**src/core/uswc_defs.vh**
```
// constants for the usb suspend and wake control block
// Operation
// RULE1: shallow depth accepts gpio, wake frame and addressed wake frame wakeups.
// RULE2: shallow depth stops mac and module clocks while suspended.
// RULE3: middle depth accepts only gpio and link change; lower power than shallow.
// RULE4: deep depth accepts only gpio assertion as wakeup source.
// RULE5: after reset suspend depth is the deep depth.
// RULE6: every gpio pin may serve as a wakeup source while suspended.
// RULE7: software enables whether each ethernet wake event raises remote wakeup.
// RULE8: depth is software writable; unsupported sources are ignored.
`ifndef USWC_DEFS_VH
`define USWC_DEFS_VH
`define USWC_DEPTH_SHALLOW 2'h0
`define USWC_DEPTH_MIDDLE  2'h1
`define USWC_DEPTH_DEEP    2'h2
`define USWC_DEPTH_RESET   2'h2
`define USWC_ST_AWAKE      2'h0
`define USWC_ST_SUSP       2'h1
`define USWC_ST_WAKE       2'h2
`define USWC_WAKE_PULSE_NS 1000
`define USWC_CLK_NS        100
`define USWC_WAKE_CYC ((`USWC_WAKE_PULSE_NS + `USWC_CLK_NS - 1) / `USWC_CLK_NS)
`endif

```
**src/core/uswc_sync.v**
```verilog
// two flop synchroniser for a bus of asynchronous inputs
`timescale 1ns/1ps
module uswc_sync #(
  parameter WIDTH = 1
) (
  // clock and reset
  input  wire             i_sys_clk,
  input  wire             i_arst_n,
  // data
  input  wire [WIDTH-1:0] i_async,
  output wire [WIDTH-1:0] o_sync
);
  reg [WIDTH-1:0] meta;
  reg [WIDTH-1:0] stable;
  // first stage feeds only the second
  always @(posedge i_sys_clk or negedge i_arst_n) begin
    if (!i_arst_n) begin
      meta   <= {WIDTH{1'b0}};
      stable <= {WIDTH{1'b0}};
    end else begin
      meta   <= i_async;
      stable <= meta;
    end
  end
  assign o_sync = stable;
endmodule // uswc_sync

```
**src/core/uswc_top.v**
```verilog
// usb suspend depth selection and remote wakeup source gating
`timescale 1ns/1ps
`include "uswc_defs.vh"
module uswc_top #(
  parameter GPIO_W   = 8,
  parameter WAKE_CYC = `USWC_WAKE_CYC
) (
  // clock and reset
  input  wire              i_sys_clk,
  input  wire              i_arst_n,
  // configuration from software
  input  wire [1:0]        i_depth_sel,
  input  wire              i_depth_load,
  input  wire [GPIO_W-1:0] i_gpio_wake_en,
  input  wire              i_wake_frame_en,
  input  wire              i_addr_frame_en,
  input  wire              i_link_chg_en,
  // usb suspend state from the upstream port
  input  wire              i_suspend,
  // wake sources
  input  wire [GPIO_W-1:0] i_gpio,
  input  wire              i_wake_frame_detect,
  input  wire              i_addr_frame_detect,
  input  wire              i_link_chg,
  // status and controls
  output reg  [1:0]        o_depth,
  output reg               o_mac_clk_stop,
  output reg               o_module_clk_stop,
  output reg               o_phy_power_down,
  output reg               o_remote_wake,
  output reg  [3:0]        o_wake_cause
);

  // synchronised pins and their edge history
  wire [GPIO_W-1:0] gpio_s;
  reg  [GPIO_W-1:0] gpio_d;
  reg  [1:0]        state;
  reg  [1:0]        next_state;
  reg  [15:0]       cnt;
  reg               susp_d;
  wire              gpio_hit;
  wire              wf_hit;
  wire              af_hit;
  wire              lc_hit;
  wire              any_hit;

  // wake sources as {link, addr, frame, gpio}
  wire [3:0]        src_raw;
  wire [3:0]        src_en;
  wire [3:0]        src_mask;
  wire [3:0]        src_hit;
  // last count of the wake pulse timer
  localparam [31:0] WAKE_LAST = WAKE_CYC - 1;

  // returns 1 when a depth value names a defined depth
  function depth_ok;
    input [1:0] d;
    begin
      depth_ok = (d == `USWC_DEPTH_SHALLOW) || (d == `USWC_DEPTH_MIDDLE) ||
                 (d == `USWC_DEPTH_DEEP);
    end
  endfunction

  // wake sources each depth admits, as {link, addr, frame, gpio}
  function [3:0] depth_mask;
    input [1:0] d;
    begin
      case (d)
        `USWC_DEPTH_SHALLOW: begin
          depth_mask = 4'h7; // RULE1
        end
        `USWC_DEPTH_MIDDLE: begin
          depth_mask = 4'h9; // RULE3
        end
        `USWC_DEPTH_DEEP: begin
          depth_mask = 4'h1; // RULE4
        end
        default: begin
          depth_mask = 4'h1;
        end
      endcase
    end
  endfunction

  // gpio pins come from outside and are synchronised first
  uswc_sync #(
    .WIDTH (GPIO_W)
  ) u_gpio_sync (
    .i_sys_clk (i_sys_clk),
    .i_arst_n  (i_arst_n),
    .i_async   (i_gpio),
    .o_sync    (gpio_s)
  );

  // depth setting, deep after reset, undefined values ignored
  always @(posedge i_sys_clk or negedge i_arst_n) begin
    if (!i_arst_n) begin
      o_depth <= `USWC_DEPTH_RESET; // RULE5
    end else if (i_depth_load && depth_ok(i_depth_sel)) begin
      o_depth <= i_depth_sel; // RULE8
    end
  end

  // gpio rising edge of an enabled synchronised pin counts as assertion
  assign gpio_hit = |(gpio_s & ~gpio_d & i_gpio_wake_en); // RULE6 RULE4

  // raw events of every source, same clock as this block
  assign src_raw  = {i_link_chg, i_addr_frame_detect,
                     i_wake_frame_detect, gpio_hit};
  // software enables for the ethernet wake events
  assign src_en   = {i_link_chg_en, i_addr_frame_en,
                     i_wake_frame_en, 1'b1}; // RULE7
  // the selected depth masks out the sources it does not support
  assign src_mask = depth_mask(o_depth); // RULE8
  assign src_hit  = src_raw & src_en & src_mask; // RULE1 RULE3 RULE4

  // per source hits, kept by name for the state machine
  assign wf_hit   = src_hit[1];
  assign af_hit   = src_hit[2];
  assign lc_hit   = src_hit[3];
  assign any_hit  = src_hit[0] | wf_hit | af_hit | lc_hit;

  // suspend state machine: awake, suspended, then a timed wake pulse;
  // entry needs a fresh rise of the suspend level, so a host that stays
  // suspended through a wake does not re-enter until it drops and rises
  always @* begin
    next_state = state;
    case (state)
      `USWC_ST_AWAKE: begin
        if (i_suspend && !susp_d) begin
          next_state = `USWC_ST_SUSP;
        end
      end
      `USWC_ST_SUSP: begin
        if (!i_suspend) begin
          next_state = `USWC_ST_AWAKE;
        end else if (any_hit) begin
          next_state = `USWC_ST_WAKE;
        end
      end
      `USWC_ST_WAKE: begin
        if ({16'h0000, cnt} == WAKE_LAST) begin
          next_state = `USWC_ST_AWAKE;
        end
      end
      default: begin
        next_state = `USWC_ST_AWAKE;
      end
    endcase
  end

  // state register
  always @(posedge i_sys_clk or negedge i_arst_n) begin
    if (!i_arst_n) begin
      state <= `USWC_ST_AWAKE;
    end else begin
      state <= next_state;
    end
  end

  // edge history of the synchronised pins and of the suspend level
  always @(posedge i_sys_clk or negedge i_arst_n) begin
    if (!i_arst_n) begin
      gpio_d <= {GPIO_W{1'b0}};
      susp_d <= 1'b0;
    end else begin
      gpio_d <= gpio_s;
      susp_d <= i_suspend;
    end
  end

  // wake pulse timer, counts only while the wake pulse stands
  always @(posedge i_sys_clk or negedge i_arst_n) begin
    if (!i_arst_n) begin
      cnt <= 16'h0000;
    end else if (state == `USWC_ST_WAKE) begin
      cnt <= cnt + 16'h0001;
    end else begin
      cnt <= 16'h0000;
    end
  end

  // cause of the last wake, only when a wake really starts; held after
  always @(posedge i_sys_clk or negedge i_arst_n) begin
    if (!i_arst_n) begin
      o_wake_cause <= 4'h0;
    end else if (state == `USWC_ST_SUSP && i_suspend && any_hit) begin
      o_wake_cause <= src_hit;
    end
  end

  // remote wakeup signalling toward the upstream host
  always @(posedge i_sys_clk or negedge i_arst_n) begin
    if (!i_arst_n) begin
      o_remote_wake <= 1'b0;
    end else begin
      o_remote_wake <= (next_state == `USWC_ST_WAKE);
    end
  end

  // every depth stops the mac and module clocks while suspended
  always @(posedge i_sys_clk or negedge i_arst_n) begin
    if (!i_arst_n) begin
      o_mac_clk_stop    <= 1'b0;
      o_module_clk_stop <= 1'b0;
    end else begin
      o_mac_clk_stop    <= (next_state == `USWC_ST_SUSP); // RULE2
      o_module_clk_stop <= (next_state == `USWC_ST_SUSP); // RULE2
    end
  end

  // middle and deep also cut phy power, for less draw than shallow
  always @(posedge i_sys_clk or negedge i_arst_n) begin
    if (!i_arst_n) begin
      o_phy_power_down <= 1'b0;
    end else begin
      o_phy_power_down <= (next_state == `USWC_ST_SUSP) &&
                          (o_depth != `USWC_DEPTH_SHALLOW); // RULE3
    end
  end
endmodule // uswc_top

```
**config.mk**
```make
export PLATFORM = sky130hd
export DESIGN_NAME = uswc_top
export DESIGN_NICKNAME = d
export VERILOG_FILES = /design/src/core/uswc_sync.v /design/src/core/uswc_top.v
export VERILOG_INCLUDE_DIRS = /design/src /design/src/core
export SDC_FILE = /design/constraint.sdc
export NUM_CORES = 1
export LEC_CHECK = 0
export BUFFER_PORTS_ARGS = -buffer_cell sky130_fd_sc_hd__buf_4
export CORE_UTILIZATION = 48
export DETAILED_ROUTE_END_ITERATION = 7
export GPL_ROUTABILITY_DRIVEN = 1
export PLACE_DENSITY = 0.83
export SYNTH_ARGS = -nofsm -noshare
export SYNTH_HDL_FRONTEND = slang
export SYNTH_SLANG_ARGS = --single-unit
export TNS_END_PERCENT = 1
```
**constraint.sdc**
```tcl
create_clock -name i_sys_clk -period 1.3 [get_ports i_sys_clk]
set_input_delay 0.13 -clock i_sys_clk [delete_from_list [all_inputs] [get_ports i_sys_clk]]
set_output_delay 0.13 -clock i_sys_clk [all_outputs]
set_load 0.005 [all_outputs]
```
== Word level (Yosys, flattened, before mapping) ==
Cells that the tools add are included.
W data, S select, Z words.

* Output and inout port bits: 10
* Logic and storage cells: 48
* Register bits after elaboration: 52

* $add $sub $neg: 1
* Eq/ne operators: 8
* Bitwise logic cells: 8
* Mux-type cells: 7
* Reduce and logical (&&, ||, !) cells: 13

{| class="wikitable"
|+ Operators with widths
! cell !! count
|-
| $add A16 B1 Y16 const B || 1
|-
| $and A8 B8 Y8 || 2
|-
| $eq A16 B4 Y1 const B || 1
|-
| $mux W16 || 1
|-
| $and A4 B4 Y4 || 2
|-
| $eq A2 B1 Y1 const B || 4
|-
| $mux W2 || 4
|-
| $not A8 Y8 || 1
|-
| $pmux W4 S2 || 1
|-
| $reduce_or A8 Y1 || 1
|-
| $eq A2 B2 Y1 const B || 3
|-
| $logic_not A2 Y1 || 3
|-
| $pmux W2 S3 || 1
|-
| $logic_and A1 B1 Y1 || 5
|-
| $or A1 B1 Y1 || 3
|-
| $logic_or A1 B1 Y1 || 2
|-
| $reduce_bool A2 Y1 || 1
|-
| $logic_not A1 Y1 || 1
|}

== Depth between registers and ports, before layout ==
Gate-level depths: netlist of the first run.

* Depth in word-level cells: 14
* Gate-level depth with buffers: 6
* Depth with buffers taken out: 6

== By module ==
From an unflattened synthesis of the first run, not the netlist that was laid out.

* Cells, all modules: 158
* Area total of the unflattened synthesis: 1935.6 sq um

{| class="wikitable"
|+ By module, submodules not included
! module !! times used !! area each (sq um) !! cells an instance
|-
| uswc_top || 1 || 1535.2 || 142
|-
| uswc_sync || 1 || 400.4 || 16
|}

== Worst setup path before layout of the first run ==
Ideal clock, no wire load.

* Path kind: reg-to-reg
* Start: register o_depth[0]
* End: register o_wake_cause[1]
* Setup time: 0.125 ns
* Clock period less this slack: 1.454 ns
* Path buffers: 0
* Setup slack: -0.154 ns
* Stages on the path, launching flop included: 5
* Arrival: 1.329 ns
* Required time: 1.175 ns
* Cell sequence: dfrtp_1 -> a221oi_1 -> a211o_1 -> a31oi_4 -> mux2_2

* Word-level cells in the longest chain between the ends: 7

{| class="wikitable"
|+ RTL lines
! what !! line !! source
|-
| start: declaration || uswc_top.v:26 || <nowiki>output reg [1:0] o_depth,</nowiki>
|-
| start signal: assignment || uswc_top.v:98 || <nowiki>o_depth <= `USWC_DEPTH_RESET;</nowiki>
|-
| start signal: assignment || uswc_top.v:100 || <nowiki>o_depth <= i_depth_sel;</nowiki>
|-
| $eq A2 B1 Y1 / $logic_not A2 Y1 (equally long branches) || uswc_top.v:68 || <nowiki>case (d)</nowiki>
|-
| $pmux W4 S2 (*) || uswc_top.v:68 ||
|-
| $and A4 B4 Y4 (*) || uswc_top.v:115 || <nowiki>assign src_hit = src_raw & src_en & src_mask;</nowiki>
|-
| $or A1 B1 Y1 (3 in series) || uswc_top.v:121 || <nowiki>assign any_hit = src_hit[0] | wf_hit | af_hit | lc_hit;</nowiki>
|-
| $logic_and A1 B1 Y1 || uswc_top.v:187 || <nowiki>end else if (state == `USWC_ST_SUSP && i_suspend && any_hit) begin</nowiki>
|-
| end signal: assignment || uswc_top.v:188 || <nowiki>o_wake_cause <= src_hit;</nowiki>
|-
| end: declaration || uswc_top.v:31 || <nowiki>output reg [3:0] o_wake_cause</nowiki>
|}

Mark *: on every way between the ends. The rest lies on a longest branch, timed or not.
A chain may end at the register's enable or synchronous reset.

== Final worst setup path of the first run ==
Same ends and word-level chain as after synthesis.

==> impl_metrics.yaml, run 1 <==
sta:
  fin_crit_sh_pct: 107
  whs_ns: 0.0690
  worst_pin_slew_ns: 0.622
  setup_viol: 11
  fmax_ghz: 0.722
  slew_headroom_pct: 58.5
  drv_slew: 0
  period_needed_ns: 1.38
  rsz0062_at_grt: "yes"
  tns_ns: -0.400
  fin_worst_skew_ns: 0.0124
  hold_viol: 0
  finalWorstSetupSlack_ns: -0.0850
yosys:
  yosysWarnings: 0
  yosys_register_bits: 52
  synth_top_family_by_area: "simple AND/OR/NAND/NOR gates"
  synth_area_um2: 1960
  ys_seq_area_share_pct: 66.3
  synth.area.mux_share_pct: 0.573
  synthAdderAreaFrac_pct: 1.27
  synthTopCellsByArea: "dfrtp_1 (65%), nor2_1 (4.4%), xor2_1 (4.0%), nand2_1 (2.9%), nand3_1 (2.3%)"
  synth-simple-area-share_pct: 18.3
  syn_area_per_cell_um2: 12.2
  yosys.area.top_type: "dfrtp_1"
  synth_xor_area_share_pct: 5.35
  synth_compound_area_share_pct: 6.50
  synth.distinct_cells: 34
  synth_fp_nets: 191
  synthCells: 161
  synth_top_cell_area_share_pct: 65.0
place:
  io_buffers: 37
  dp_hpwl_um: 2600
  gp_congestion: 0.792
finish:
  fill_cells: 267
  drive_gt1_share_pct: 39.3
  nNetsFinal: 263
  final_common_cell: "buf_4"
  layout_common_cells: "buf_4 (57), dfrtp_1 (48), nor2_1 (20)"
  n_antenna_cell: 0
  syn_to_final_growth_pct: 39.8
cts:
  cts.sinks: 52
  cts_tree: "built"
  root_buffer: "clkbuf_8"
  cts_max_path_buffers: 2
  cts_buffers: 5
  clk_pin_slew_ns: 0.09
  clk_latency_ns: 0.31
  cts_max_level: 2
power_and_ir_drop:
  clkPwrFrac_pct: 29.6
  p_int_mw: 2.75
  ir_worst_vdd_mv: 0.880
  switchingPower_mw: 0.951
  seqPwrFrac_pct: 51.0
  cellLeakagePower_nw: 1.28
  switching_share_pct: 25.7
  p_comb_share_pct: 19.4
  power_density_nw_per_um2: 1350
floorplan:
  rows: 22
  die_x_um: 66.0
  io_pins: 38
  dieArea_um2: 4350
  design.core.area_um2: 3800
  start_util_pct: 51.7
  die_height_um: 66.0
grt:
  grt_pass1_wl_um: 6560
  grt_max_degree: 53
  grt_pass1_vias: 1550
  antenna_found_initial: 0
  grt_usage_pct: 20.4
  grt_overflow_total: 0
worst_setup_path:
  crit_path_start_kind: "register"
  cp_max_fo: 4
  cp.required_ns: 1.50
  path_class: "reg -> reg"
  arrival_ns: 1.58
  cp_num_buf_inv: 0
  cp_cell_sequence: "a211o_1 -> a31oi_4 -> mux2_4"
  crit_family: "compound AO/OA/AOI/OAI gates"
  critPathCaptureType: "register"
  slowest_stage: "dfrtp_1"
  slowest_delay_ns: 0.42
  r2r_slack_ns: -0.08
status:
  status: "finished with violations"
  violations: "setup timing"
detailed_routing:
  wl_per_cell_um: 14.3
  drtAntennaViolNets: 0
  drc: 0
  via_per_inst: 5.07
  drt_iter0_markers: 84
  firstDrtPassIters: 4
  vias: 1430
  finalWirelength_um: 4030
min_path:
  hold_class: "in -> reg"
run:
  maxCapViolCount: 0
-- stage by stage --
step | std cells | power [mW] | utilization, % | worst slack [ns] | instance area [um^2]
5_1_grt | 282 | 3.88 | 72.3 | -0.139 | 2750
3_3_place_gp | 261 | 2.52 | 63.9 | -0.0730 | 2430
2_1_floorplan | 161 | 2.18 | - | -0.0682 | 1970
3_5_place_dp | 261 | 2.55 | 63.9 | -0.128 | 2430
4_1_cts | 280 | 3.70 | 70.6 | -0.0782 | 2680
6_report | 282 | 3.70 | 72.3 | -0.0850 | 2750
-- sequential cells by signal (all words and copies together) (netlist names) --
name,cells
gpio_d,8
o_wake_cause,4
u_gpio_sync.meta,8
o_module_clk_stop,1
cnt,16
o_depth,2
o_phy_power_down,1
susp_d,1
u_gpio_sync.o_sync,8
o_remote_wake,1
state,2
-- worst register-to-register path, cell delays in order, from the launching register on --
cell and delay, ns:
dfrtp_1 0.42, a211o_1 0.33, a31oi_4 0.21, mux2_4 0.32
-- path summary, 6_finish.rpt --
check | endpoint | depth (start not counted) | start
max | o_wake_cause[1]$_DFFE_PN0P_ | 3 | o_depth[0]$_DFFE_PN0P_
min | o_depth[1]$_DFFE_PN1P_ | 3 | i_depth_sel[1]
max reg2reg | o_wake_cause[1]$_DFFE_PN0P_ | 3 | o_depth[0]$_DFFE_PN0P_
min reg2reg | u_gpio_sync.o_sync[1]$_DFF_PN0_ | 0 | u_gpio_sync.meta[1]$_DFF_PN0_
max in group asynchronous | cnt[5]$_DFF_PN0_ | 2 | i_arst_n
min in group asynchronous | gpio_d[4]$_DFF_PN0_ | 2 | i_arst_n
-- cell families after synthesis --
group | Yosys count
adders and majority gates | 2
xor gates and xnor gates | 12
and+or+nand+nor | 69
DFF | 52
buffers and inverters | 8
AOI/OAI and AO/OA | 17
muxes | 1
-- power groups by stage --
stage | combinational, mW | clock (mW) | sequential, mW
2_1_floorplan | 0.280 | 0 | 1.90
3_3_place_gp | 0.624 | 0 | 1.90
3_5_place_dp | 0.641 | 0 | 1.91
4_1_cts | 0.713 | 1.11 | 1.88
5_1_grt | 0.799 | 1.18 | 1.90
6_report | 0.719 | 1.10 | 1.89
-- Yosys cell counts --
master,instances
dfrtp_1,51
a41oi_1,2
nor2b_1,5
nor4_1,2
nand4_4,1
clkbuf_1,2
o22ai_1,5
xnor2_1,3
inv_1,5
nand3_1,9
dfstp_2,1
buf_4,1
nand2_1,15
a21o_1,1
a211o_1,1
nor3_4,1
xor2_1,9
o31ai_1,1
o21ai_0,3
nor4b_1,1
nor3b_1,2
a31oi_4,1
ha_1,2
nor3_1,1
or4b_1,1
or2_2,2
or4_1,1
or3_1,1
a221oi_1,1
mux2_2,1
a21oi_1,2
and3_1,3
nor2_1,23
nand2b_1,1
-- timing repair --
action                                 CTS  global route
pin swaps                                3             8
buffers inserted                         2             2
gates resized for setup                 10            13
endpoints found under the hold margin   60             0
setup endpoints to repair               15            19
hold buffers                            10             0
cloned                                   0             0
-- layout make-up --
cell class,count,area (um^2),area share [%]
sequential,52,1310,47.6
multi-input combinational,101,711,25.9
timing repair buffer,68,539,19.6
clock buffer,6,72.6,2.64
tap,48,60.1,2.19
clock inverter,2,38.8,1.41
inverter,5,18.8,0.683
-- per-layer routing --
layer	part of all wire, %	GRT usage (%)	vias to the layer above	wire [um]
met3	5.0	5.86	9	200
met5	0	0	-	0
li1	-	-	687	-
met1	40	22.7	695	1620
met2	53	36.9	39	2140
met4	1.6	7.18	0	65
Note: power is estimated with default switching activity, not from simulation.
==> run 2: changes to the inputs <==
Settings changed: CORE_UTILIZATION 48 to 40, HOLD_SLACK_MARGIN set to 0.15, PLACE_DENSITY 0.83 to 0.72.
==> run 2 against run 1 <==
Effect of this change:
- die area rose by 19%
- combinational power up 6.8%
- critical path depth rose by 1
- register-to-register slack got worse by 0.03 ns
- worst hold slack better by 0.10 ns
- core utilization decreased by 12 points
- the flow still finishes with violations (setup timing)
- cell area up 3.0%
- non-clock buffer count up 7
==> impl_metrics.yaml, run 2 (synthesized netlist as in run 1, its figures left out) <==
status:
  status: "finished with violations"
  violations: "setup timing"
sta:
  drv_slew: 0
  finalWorstSetupSlack_ns: -0.112
  worst_pin_slew_ns: 0.385
  rsz0062_at_grt: "yes"
  hold_viol: 0
  setup_viol: 9
  fmax_ghz: 0.708
  fin_worst_skew_ns: 0.00498
  period_needed_ns: 1.41
  slew_headroom_pct: 74.1
  tns_ns: -0.445
  fin_crit_sh_pct: 109
grt:
  grt_usage_pct: 16.5
  grt_pass1_wl_um: 6600
  antenna_found_initial: 0
  grt.met2_usage_pct: 29.2
  grt_overflow_total: 0
  use_met1_pct: 19.6
  busiest_layer: "met2"
  grt_use_met3_pct: 3.75
  grt_max_degree: 31
  grt_pass1_vias: 1495
floorplan:
  io_pins: 38
  start_util_pct: 41.6
  rows: 25
  die_x_um: 72.1
  dieArea_um2: 5200
  die_height_um: 72.1
  design.core.area_um2: 4720
cts:
  cts.sinks: 52
  clk_pin_slew_ns: 0.10
  cts_tree: "built"
  cts_buffers: 5
  cts_max_path_buffers: 2
  root_buffer: "clkbuf_8"
  cts_max_level: 2
  clk_latency_ns: 0.30
min_path:
  hold_class: "in -> reg"
finish:
  layout_common_cells: "buf_4 (59), dfrtp_1 (48), nor2_1 (20)"
  n_antenna_cell: 0
  nNetsFinal: 270
  largest_register_ffs: 16
  design_area_um2: 2830
  regMostFlops: "cnt"
  syn_to_final_growth_pct: 43.9
  final_common_cell: "buf_4"
  drive_gt1_share_pct: 39.0
worst_setup_path:
  critPathCaptureType: "register"
  path_class: "reg -> reg"
  cp.required_ns: 1.50
  arrival_ns: 1.61
  cp_max_fo: 4
  crit_path_start_kind: "register"
detailed_routing:
  wl_per_cell_um: 12.8
  finalWirelength_um: 3950
  firstDrtPassIters: 6
  drt_iter0_markers: 90
  via_per_inst: 4.71
  drc: 0
  drtAntennaViolNets: 0
  vias: 1450
place:
  dp_hpwl_um: 2620
  dp_slack_ns: -0.159
  placed_area_um2: 2490
  io_buffers: 37
  gp_congestion: 0.799
power_and_ir_drop:
  ir_worst_vdd_mv: 0.930
  power_density_nw_per_um2: 1280
  cellLeakagePower_nw: 1.30
run:
  maxCapViolCount: 0
==> run 2: power by group <==
group	total (mW)	internal [mW]	switching, mW
clock	0.980	0.407	0.573
sequential	1.88	1.78	0.0979
combinational	0.768	0.431	0.337
==> run 2: worst max-delay path, cell delays in order (launching register included) <==
cell	delay, ns
dfrtp_1	0.40
a221oi_2	0.05
a211o_1	0.33
a31oi_4	0.21
mux2_4	0.32
==> run 2: what timing repair did <==
action / 4_1_cts / 5_1_grt
pin swaps: 4 / 7
resized for setup: 7 / 16
setup buffers: 0 / 1
hold buffers: 15 / 0
endpoints found under the hold margin: 64 / 0
setup endpoints to repair: 13 / 20
==> run 2: final cells by class <==
cell class / instances / area (um^2)
timing repair buffer: 75 / 613
tap: 67 / 83.8
fill: 386 / 1900
multi-input combinational: 101 / 708
clock inverter: 3 / 28.8
clock buffer: 5 / 68.8
sequential: 52 / 1310
inverter: 5 / 18.8
==> run 2: worst paths after layout <==
kind | from | to | slack, ns | cells after the start
max | o_depth[0]$_DFFE_PN0P_ | o_wake_cause[1]$_DFFE_PN0P_ | -0.11 | 4
min | i_link_chg_en | o_wake_cause[3]$_DFFE_PN0P_ | 0.17 | 4
max reg2reg | o_depth[0]$_DFFE_PN0P_ | o_wake_cause[1]$_DFFE_PN0P_ | -0.11 | 4
min reg2reg | u_gpio_sync.meta[5]$_DFF_PN0_ | u_gpio_sync.o_sync[5]$_DFF_PN0_ | 0.36 | 0
max in group asynchronous | i_arst_n | u_gpio_sync.meta[5]$_DFF_PN0_ | 0.60 | 3
min in group asynchronous | i_arst_n | o_wake_cause[0]$_DFFE_PN0P_ | 0.26 | 2
==> run 2: stage by stage <==
step	total power, mW	hold slack (ns)	util [%]	std cells
6_report	3.63	0.173	59.9	308
5_1_grt	3.83	0.180	59.9	308
4_1_cts	3.60	0.154	58.4	307
3_5_place_dp	2.57	0.0487	52.8	284
3_3_place_gp	2.55	0.0474	52.8	284
2_1_floorplan	2.18	-0.166	-	161
==> run 2: per-layer routing <==
layer  routed length (um)  up-vias
met2                 1990       34
met3                  146        6
met1                 1750      707
li1                     -      703
met5                    0        -
met4                   65        0
